## src/adc_trig_map.svh

```systemverilog
/*
 * Register offsets, field positions, reset values and trigger source codes
 * of the scan trigger selection block.
 * Assumes byte addresses on a 32-bit Avalon-MM slave port.
 */
`ifndef ADC_TRIG_MAP_SVH
`define ADC_TRIG_MAP_SVH

// ***************************************************************
// Register offsets
// ***************************************************************
`define OFS_CONTROL_ONE 8'h00
`define OFS_TRIG_SEVEN 8'h04
`define OFS_SCAN_SELECT 8'h08
`define OFS_SW_TRIGGER 8'h0c
`define OFS_STATUS 8'h10

// ***************************************************************
// Field positions
// ***************************************************************
`define CTL_STRG_LSB 16
`define CTL_STRG_MSB 20
`define CTL_ON_BIT 15
`define CTL_IDLE_BIT 13
`define SCAN_HI_MSB 21
`define SCAN_LO_LSB 24
`define SCAN_LO_MSB 27
`define SW_EDGE_BIT 0
`define SW_LEVEL_BIT 1
`define STAT_RUN_BIT 8

// ***************************************************************
// Writable masks and reset values
// ***************************************************************
`define MASK_CONTROL_ONE 32'h001fa000
`define MASK_TRIG_SEVEN 32'h1f1f1f1f
`define MASK_SCAN_SELECT 32'h0f3fffff
`define RST_CONTROL_ONE 32'h00000000
`define RST_TRIG_SEVEN 32'h00000000
`define RST_SCAN_SELECT 32'h00000000

// ***************************************************************
// Trigger source codes
// ***************************************************************
`define CODE_NONE 5'h00
`define CODE_SW_EDGE 5'h01
`define CODE_SW_LEVEL 5'h02
`define CODE_SCAN 5'h03
`define CODE_INT0 5'h04
`define CODE_TMR1 5'h05
`define CODE_PWM_TB_PRI 5'h08
`define CODE_PWM_TRIG1 5'h0a
`define CODE_OC1 5'h10
`define CODE_CHARGE_TRIP 5'h14
`define CODE_ILIM1 5'h18

`endif

```

## src/adc_trig_pkg.sv

```systemverilog
/*
 * Types shared by the scan trigger selection block.
 * Assumes the map header supplies the numeric constants.
 */
package adc_trig_pkg;

   typedef logic [4:0] trig_code_t;

   typedef struct packed {
      trig_code_t scan_trigger_select;
      logic on;
      logic idle_stop;
      logic [31:0] trig_seven;
      logic [31:0] scan_input_select;
      logic sw_edge;
      logic sw_level;
      logic [7:0] launch_count;
      logic wait_req;
      logic [31:0] rdata;
      logic run;
      logic [21:0] scan_out;
   } ctl_t;

   typedef struct packed {
      logic prev;
      logic hit;
   } mux_state_t;

endpackage

```

## src/trig_src_if.sv

```systemverilog
/*
 * Carrier of the shared trigger source vector and run level.
 * Assumes one driver (the top) and any number of selector readers.
 */
`timescale 1ns/1ps
interface trig_src_if;
   logic [31:0] src;
   logic run;
   modport drv (output src, output run);
   modport sel (input src, input run);
endinterface

```

## src/trig_source_mux.sv

```systemverilog
/*
 * One trigger selector: picks a source by its 5-bit code and launches on
 * the rising edge, or on every cycle of a held level for the level code.
 * Assumes all sources are synchronous to i_mclk.
 */
`timescale 1ns/1ps
`include "adc_trig_map.svh"
module trig_source_mux (
   input wire logic i_mclk,                        // System clock.
   input wire logic i_rst_n,                       // Async reset, low.
   trig_src_if.sel bus,                            // Shared sources.
   input wire adc_trig_pkg::trig_code_t i_code,    // Source select code.
   input wire logic i_scan_in,                     // Source for scan code.
   output logic o_hit                              // Launch pulse.
);
   import adc_trig_pkg::*;

   mux_state_t st_r;
   mux_state_t st_nxt;
   logic [31:0] vec;
   logic sel;

   // ***************************************************************
   // Selection and launch
   // ***************************************************************
   always_comb begin
      vec = bus.src;
      vec[`CODE_SCAN] = i_scan_in;
      // Unlisted codes index bits that are held at zero.
      sel = vec[i_code];
      st_nxt.prev = sel;
      if (!bus.run) begin
         st_nxt.hit = 1'b0;
      end else if (i_code == `CODE_SW_LEVEL) begin
         st_nxt.hit = sel;
      end else begin
         st_nxt.hit = sel & ~st_r.prev;
      end
   end

   always_ff @(posedge i_mclk or negedge i_rst_n) begin
      if (!i_rst_n) begin
         st_r <= '0;
      end else begin
         st_r <= st_nxt;
      end
   end

   assign o_hit = st_r.hit;
endmodule

```

## src/adc_scan_trigger_select.sv

```systemverilog
/*
 * Scan trigger selection and converter enable control, with an Avalon-MM
 * register slave.
 * Assumes every trigger source comes from on-chip logic on i_mclk and that
 * the idle indication is synchronous as well.
 */
// Functional notes
// - Five-bit scan selector; zero launches nothing.
// - Code one software edge, two software level.
// - Code three selects the dedicated scan trigger.
// - Codes four to seven: interrupt zero, timers.
// - Codes eight, nine: primary, secondary PWM time base.
// - Codes ten to fifteen: PWM generator triggers.
// - Compare period ends, then charge-time trip code.
// - Codes twenty-four to twenty-nine: PWM current-limit events.
// - Scan selection governs inputs 32 to 53 and marks inputs 24 to 27.
// - Bit fifteen enables module; reset disabled.
// - Bit thirteen stops module during idle mode.
// - Inputs 24-27 selectors share the encoding, but their code three takes the scan launch when the input is marked.
`timescale 1ns/1ps
`include "adc_trig_map.svh"
module adc_scan_trigger_select (
   input wire logic i_mclk,                  // System clock, 250 MHz.
   input wire logic i_rst_n,                 // Async reset, active low.
   input wire logic [7:0] i_address,         // Avalon byte address.
   input wire logic i_read,                  // Avalon read request.
   input wire logic i_write,                 // Avalon write request.
   input wire logic [3:0] i_byteenable,      // Avalon byte lanes.
   input wire logic [31:0] i_writedata,      // Avalon write data.
   output logic [31:0] o_readdata,           // Avalon read data.
   output logic o_waitrequest,               // Avalon wait request.
   input wire logic i_idle,                  // Device in idle mode.
   input wire logic i_scan_trig,             // Dedicated scan trigger.
   input wire logic i_ext_int0,              // External interrupt 0.
   input wire logic [2:0] i_timer_evt,       // Timers 1, 3, 5.
   input wire logic [1:0] i_pwm_tb,          // Primary, secondary base.
   input wire logic [5:0] i_pwm_trig,        // PWM generator 1..6.
   input wire logic [3:0] i_oc_end,          // Compare 1..4 period end.
   input wire logic i_charge_trip,           // Charge-time unit trip.
   input wire logic [5:0] i_pwm_ilim,        // PWM current limit 1..6.
   output logic o_scan_start,                // Scan launch pulse.
   output logic [21:0] o_scan_inputs,        // Scanned inputs 32..53.
   output logic [3:0] o_input_start,         // Launch of inputs 24..27.
   output logic o_adc_on,                    // Module enabled.
   output logic o_adc_run                    // Module running.
);
   import adc_trig_pkg::*;

   localparam int N_INPUTS = 4;

   ctl_t ctl_r;
   ctl_t ctl_nxt;
   logic scan_hit;
   logic [N_INPUTS-1:0] input_hit;
   logic [N_INPUTS-1:0] input_scan;
   logic accept;
   logic [31:0] bmask;
   logic [31:0] ctl_word;
   logic [31:0] sw_word;
   logic [31:0] stat_word;

   trig_src_if src_bus ();

   // ***************************************************************
   // Trigger source vector
   // ***************************************************************
   always_comb begin
      src_bus.src = 32'h0000_0000;
      src_bus.src[`CODE_SW_EDGE] = ctl_r.sw_edge;
      src_bus.src[`CODE_SW_LEVEL] = ctl_r.sw_level;
      src_bus.src[`CODE_INT0] = i_ext_int0;
      src_bus.src[`CODE_TMR1 +: 3] = i_timer_evt;
      src_bus.src[`CODE_PWM_TB_PRI +: 2] = i_pwm_tb;
      src_bus.src[`CODE_PWM_TRIG1 +: 6] = i_pwm_trig;
      src_bus.src[`CODE_OC1 +: 4] = i_oc_end;
      src_bus.src[`CODE_CHARGE_TRIP] = i_charge_trip;
      src_bus.src[`CODE_ILIM1 +: 6] = i_pwm_ilim;
      src_bus.run = ctl_r.run;
   end

   // ***************************************************************
   // Selectors
   // ***************************************************************
   trig_source_mux u_scan_mux (
      .i_mclk(i_mclk),
      .i_rst_n(i_rst_n),
      .bus(src_bus),
      .i_code(ctl_r.scan_trigger_select),
      .i_scan_in(i_scan_trig),
      .o_hit(scan_hit)
   );

   // A per-input scan code only fires when the input is also marked for
   // the scan; otherwise the launch would reach an input nobody scans.
   genvar gi;
   generate
      for (gi = 0; gi < N_INPUTS; gi++) begin : g_input
         assign input_scan[gi] =
            scan_hit & ctl_r.scan_input_select[`SCAN_LO_LSB + gi];
         trig_source_mux u_in_mux (
            .i_mclk(i_mclk),
            .i_rst_n(i_rst_n),
            .bus(src_bus),
            .i_code(ctl_r.trig_seven[gi*8 +: 5]),
            .i_scan_in(input_scan[gi]),
            .o_hit(input_hit[gi])
         );
      end
   endgenerate

   // ***************************************************************
   // Register views
   // ***************************************************************
   always_comb begin
      bmask = {{8{i_byteenable[3]}}, {8{i_byteenable[2]}},
               {8{i_byteenable[1]}}, {8{i_byteenable[0]}}};
      ctl_word = 32'h0000_0000;
      ctl_word[`CTL_STRG_MSB:`CTL_STRG_LSB] = ctl_r.scan_trigger_select;
      ctl_word[`CTL_ON_BIT] = ctl_r.on;
      ctl_word[`CTL_IDLE_BIT] = ctl_r.idle_stop;
      sw_word = 32'h0000_0000;
      sw_word[`SW_LEVEL_BIT] = ctl_r.sw_level;
      stat_word = 32'h0000_0000;
      stat_word[7:0] = ctl_r.launch_count;
      stat_word[`STAT_RUN_BIT] = ctl_r.run;
   end

   // ***************************************************************
   // Control state and bus slave
   // ***************************************************************
   // A request is seen with waitrequest high, read data is loaded, and
   // waitrequest drops for one cycle; the write lands on the edge that ends it.
   assign accept = (i_read | i_write) & ~ctl_r.wait_req;

   always_comb begin
      ctl_nxt = ctl_r;
      ctl_nxt.sw_edge = 1'b0;
      // Idle stop only pauses launches; the registers stay reachable.
      ctl_nxt.run = ctl_r.on & ~(ctl_r.idle_stop & i_idle);
      ctl_nxt.scan_out = ctl_r.scan_input_select[`SCAN_HI_MSB:0];
      if (scan_hit) begin
         ctl_nxt.launch_count = ctl_r.launch_count + 8'h01;
      end
      if ((i_read | i_write) && ctl_r.wait_req) begin
         ctl_nxt.wait_req = 1'b0;
         unique case (i_address)
            `OFS_CONTROL_ONE: ctl_nxt.rdata = ctl_word;
            `OFS_TRIG_SEVEN: ctl_nxt.rdata = ctl_r.trig_seven;
            `OFS_SCAN_SELECT: ctl_nxt.rdata = ctl_r.scan_input_select;
            `OFS_SW_TRIGGER: ctl_nxt.rdata = sw_word;
            `OFS_STATUS: ctl_nxt.rdata = stat_word;
            default: ctl_nxt.rdata = 32'h0000_0000;
         endcase
      end else begin
         ctl_nxt.wait_req = 1'b1;
      end
      if (accept && i_write) begin
         unique case (i_address)
            `OFS_CONTROL_ONE: begin
               if (i_byteenable[2]) begin
                  ctl_nxt.scan_trigger_select =
                     i_writedata[`CTL_STRG_MSB:`CTL_STRG_LSB];
               end
               if (i_byteenable[1]) begin
                  ctl_nxt.on = i_writedata[`CTL_ON_BIT];
                  ctl_nxt.idle_stop = i_writedata[`CTL_IDLE_BIT];
               end
            end
            `OFS_TRIG_SEVEN: begin
               ctl_nxt.trig_seven = (ctl_r.trig_seven & ~bmask) |
                  (i_writedata & bmask & `MASK_TRIG_SEVEN);
            end
            `OFS_SCAN_SELECT: begin
               ctl_nxt.scan_input_select =
                  (ctl_r.scan_input_select & ~bmask) |
                  (i_writedata & bmask & `MASK_SCAN_SELECT);
            end
            `OFS_SW_TRIGGER: begin
               if (i_byteenable[0]) begin
                  ctl_nxt.sw_edge = i_writedata[`SW_EDGE_BIT];
                  ctl_nxt.sw_level = i_writedata[`SW_LEVEL_BIT];
               end
            end
            default: begin
            end
         endcase
      end
   end

   always_ff @(posedge i_mclk or negedge i_rst_n) begin
      if (!i_rst_n) begin
         ctl_r <= '0;
         ctl_r.wait_req <= 1'b1;
      end else begin
         ctl_r <= ctl_nxt;
      end
   end

   // ***************************************************************
   // Outputs
   // ***************************************************************
   assign o_readdata = ctl_r.rdata;
   assign o_waitrequest = ctl_r.wait_req;
   assign o_scan_start = scan_hit;
   assign o_scan_inputs = ctl_r.scan_out;
   assign o_input_start = input_hit;
   assign o_adc_on = ctl_r.on;
   assign o_adc_run = ctl_r.run;
endmodule

```

## config.mk

```make
export PLATFORM = sky130hd
export DESIGN_NAME = adc_scan_trigger_select
export DESIGN_NICKNAME = d
export VERILOG_FILES = /design/src/adc_trig_pkg.sv /design/src/trig_src_if.sv /design/src/trig_source_mux.sv /design/src/adc_scan_trigger_select.sv
export VERILOG_INCLUDE_DIRS = /design/src
export SDC_FILE = /design/constraint.sdc
export NUM_CORES = 1
export LEC_CHECK = 0
export ABC_AREA = 1
export BUFFER_PORTS_ARGS = -buffer_cell sky130_fd_sc_hd__buf_2
export CAP_MARGIN = 20
export CORE_MARGIN = 2
export CORE_UTILIZATION = 51
export DETAILED_ROUTE_END_ITERATION = 16
export PLACE_DENSITY = 0.77
export RECOVER_POWER = 25
export SLEW_MARGIN = 20
export SYNTH_ARGS = -nofsm -noshare
export SYNTH_HDL_FRONTEND = slang
export SYNTH_SLANG_ARGS = --single-unit
```

## constraint.sdc

```tcl
create_clock -name i_mclk -period 1.44 [get_ports i_mclk]
set_clock_uncertainty 0.1 [all_clocks]
set_input_delay 0.144 -clock i_mclk [delete_from_list [all_inputs] [get_ports i_mclk]]
set_output_delay 0.144 -clock i_mclk [all_outputs]
set_load 0.02 [all_outputs]
```

==> run summary <==
Synth top area share: 0.482
Worst hold path class: in -> reg
Die height: 126 um
Final period utilization: 1.05
Synth warn: 0
Most frequent cells in the layout: nand2_1 (311), dfrtp_1 (138), buf_2 (127), nand3_1 (104), inv_1 (99)
Placement row count: 44
Hold Path Stages: 3
GRT overflow: 0
TritonCTS clock tree: yes
Distinct cells, synth: 34
# port buffers: 129
Fin util: 0.672
Nets: 1,209
Critical Path Fanout Max: 7
Syn Nets: 1,054
Residual DRC: 0
Initial antenna violation count: 1
Min Tclk post-route: 1.51 ns
Worst reg-to-reg path cell count: 8
Worst slew pin tran: 0.879 ns
DR WL/cell: 16.7 um
Status: finished with violations
Yosys reg bits: 147
Final setup vio count: 23
Routability cong.: 1.01
Setup Crit Path Kind: reg -> reg
Initial core utilization: 0.522
CP Data Required Time: 1.64 ns
Failing checks: setup timing
P_leak: 5.18 nW
Post-synth ARST share: 1.00
Via count: 7,129
Skew-Pair Late Insertion Delay: 0.43 ns
First-pass GRT wire length: 34,900 um
Max H-tree Level: 4
Post-synthesis cell count: 980
Most common cell after layout, fill and taps aside: nand2_1
CP endpoint kind: register
Number of synthesized flops with an enable pin: 0
Area Growth Syn to Fin: 28.8%
Synth area leader: dfrtp_1
Syn Area/Cell: 7.74 um^2
Maxcap violations: 0
Clock Path Buffers: 2
DRC violation total after the first TritonRoute iteration: 678
1st-pass router iterations: 5
Final Worst Setup Slack: -0.0699 ns
Total Wirelength: 22,300 um
Data arrival, critical path: 1.71 ns
Most used DFF post-synth: dfrtp_1
Global Route Usage Sum: 0.279
Min-Delay Endpoint: ctl_r[135]
Max_slew headroom: 0.414
Reg2reg setup slack: -0.07 ns
Final Hold Vio Count: 0
FMAX: 0.662 GHz
Die footprint: 0.0159 mm^2
Peak VDD IR: 798 uV
Core ar.: 0.0145 mm^2
RSZ-0062 raised after global routing: true
Seq/Total Area, Yosys: 0.485
Slew Limit Fails: 0
Area of the mapped netlist: 0.00758 mm^2
Top cells by area, synth: dfrtp_1 (48%), nand2_1 (16%), nand3_1 (7.1%), buf_4 (5.9%), inv_1 (5.4%)
Number of buffers created by CTS: 17
Vias per cell: 5.35
CTS clk-pin slew, worst paths: 0.06 ns
Number of global-route vias before repair: 6,859
R2R Path Start: o_waitrequest
Startpoint type of the worst setup path: register
Final HPWL DP: 14,500 um
Pwr Density: 1040 mW/mm^2
Post-route ant nets: 0
Root Driver: clkbuf_16
Total power: 10.1 mW
TritonCTS Sinks: 147
Chip width: 126 um
Share of cells above drive strength 1: 0.260
IO Count: 135
Largest net degree at the start of global routing: 44
Hold Crit Start: i_byteenable[2]
[per-stage QoR]
| stage | setup WS [ns] | hold slack [ns] | area [um^2] | cells | TNS, ns |
|---|---|---|---|---|---|
| 2_1_floorplan | 0.0214 | -0.252 | 7590 | 980 | 0 |
| 3_3_place_gp | -0.0814 | -0.0479 | 8410 | 1254 | -2.03 |
| 3_5_place_dp | -0.101 | -0.0443 | 8410 | 1254 | -4.32 |
| 4_1_cts | -0.00801 | 0.0227 | 9460 | 1320 | -0.0143 |
| 5_1_grt | -0.121 | 0.0325 | 9770 | 1333 | -2.37 |
| 6_report | -0.0699 | 0.0246 | 9770 | 1333 | -0.907 |
[logic make-up after synthesis]
group,share of synthesized area
compound gates,0.0881
xor+xnor,0.00809
mux,0.00149
fa+ha+maj,0.00165
simple gates,0.279
flops,0.485
buf+inv,0.136
[critical path, cell delays in order (launching register included)]
cell and delay [ns]:
dfstp_2 0.38, nor2_4 0.13, inv_2 0.07, buf_6 0.13, nor2_8 0.19, buf_6 0.16, nand2_8 0.07, nand2_1 0.06
o21ai_1 0.08
[layout make-up]
| type | instances | area [um^2] |
|---|---|---|
| Timing Repair inverter | 2 | 15.0 |
| Tap cell | 184 | 230 |
| Antenna cell | 1 | 2.50 |
| Timing Repair Buffer | 223 | 1640 |
| Multi-Input combinational cell | 627 | 3070 |
| Clock buffer | 20 | 447 |
| Fill cell | 1132 | 4770 |
| Clock inverter | 12 | 225 |
| Inverter | 117 | 452 |
| Sequential cell | 147 | 3690 |
[Yosys cell counts (2+ instances only)]
library cell,count
nand2_1,326
dfrtp_1,146
inv_1,110
nand3_1,108
buf_4,60
o21ai_0,49
nor2_1,43
o211ai_1,30
o21ai_1,19
buf_2,16
clkbuf_1,13
a21oi_1,9
o22ai_1,8
xor2_1,6
inv_2,4
nand2_2,4
nor2_2,4
clkinv_1,3
nand4_1,3
nand2_4,2
nand3_2,2
nor3_1,2
nor4_1,2
[power by group]
| group | switching (mW) | internal (mW) | leakage (nW) |
|---|---|---|---|
| combinational | 0.512 | 0.317 | 2.94 |
| sequential | 0.0451 | 4.19 | 1.91 |
| clock | 1.76 | 3.31 | 0.329 |
[layer usage]
layer | wire length (um) | global-route usage | share of wire
met4 | 632 | 0.113 | 0.028
met5 | 0 | 0 | 0
met2 | 10600 | 0.441 | 0.48
met1 | 9190 | 0.377 | 0.41
met3 | 1870 | 0.0599 | 0.084
[worst max-delay path by stage]
stage,start,endpoint
global route,o_waitrequest,register
floorplan,o_waitrequest,register
finish,o_waitrequest,register
global placement,i_address[1],ctl_r[111]
detailed placement,i_address[1],ctl_r[111]
CTS,o_waitrequest,o_waitrequest
[timing repair]
action | CTS | global route
gates resized for setup | 14 | 77
pin swaps | 2 | 18
gates cloned | 0 | 5
buffers inserted | 1 | 6
endpoints found under the hold margin | 203 | 1
hold buffers | 33 | 1
setup endpoints to repair | 64 | 46
Power figures use the tool's default switching activity.
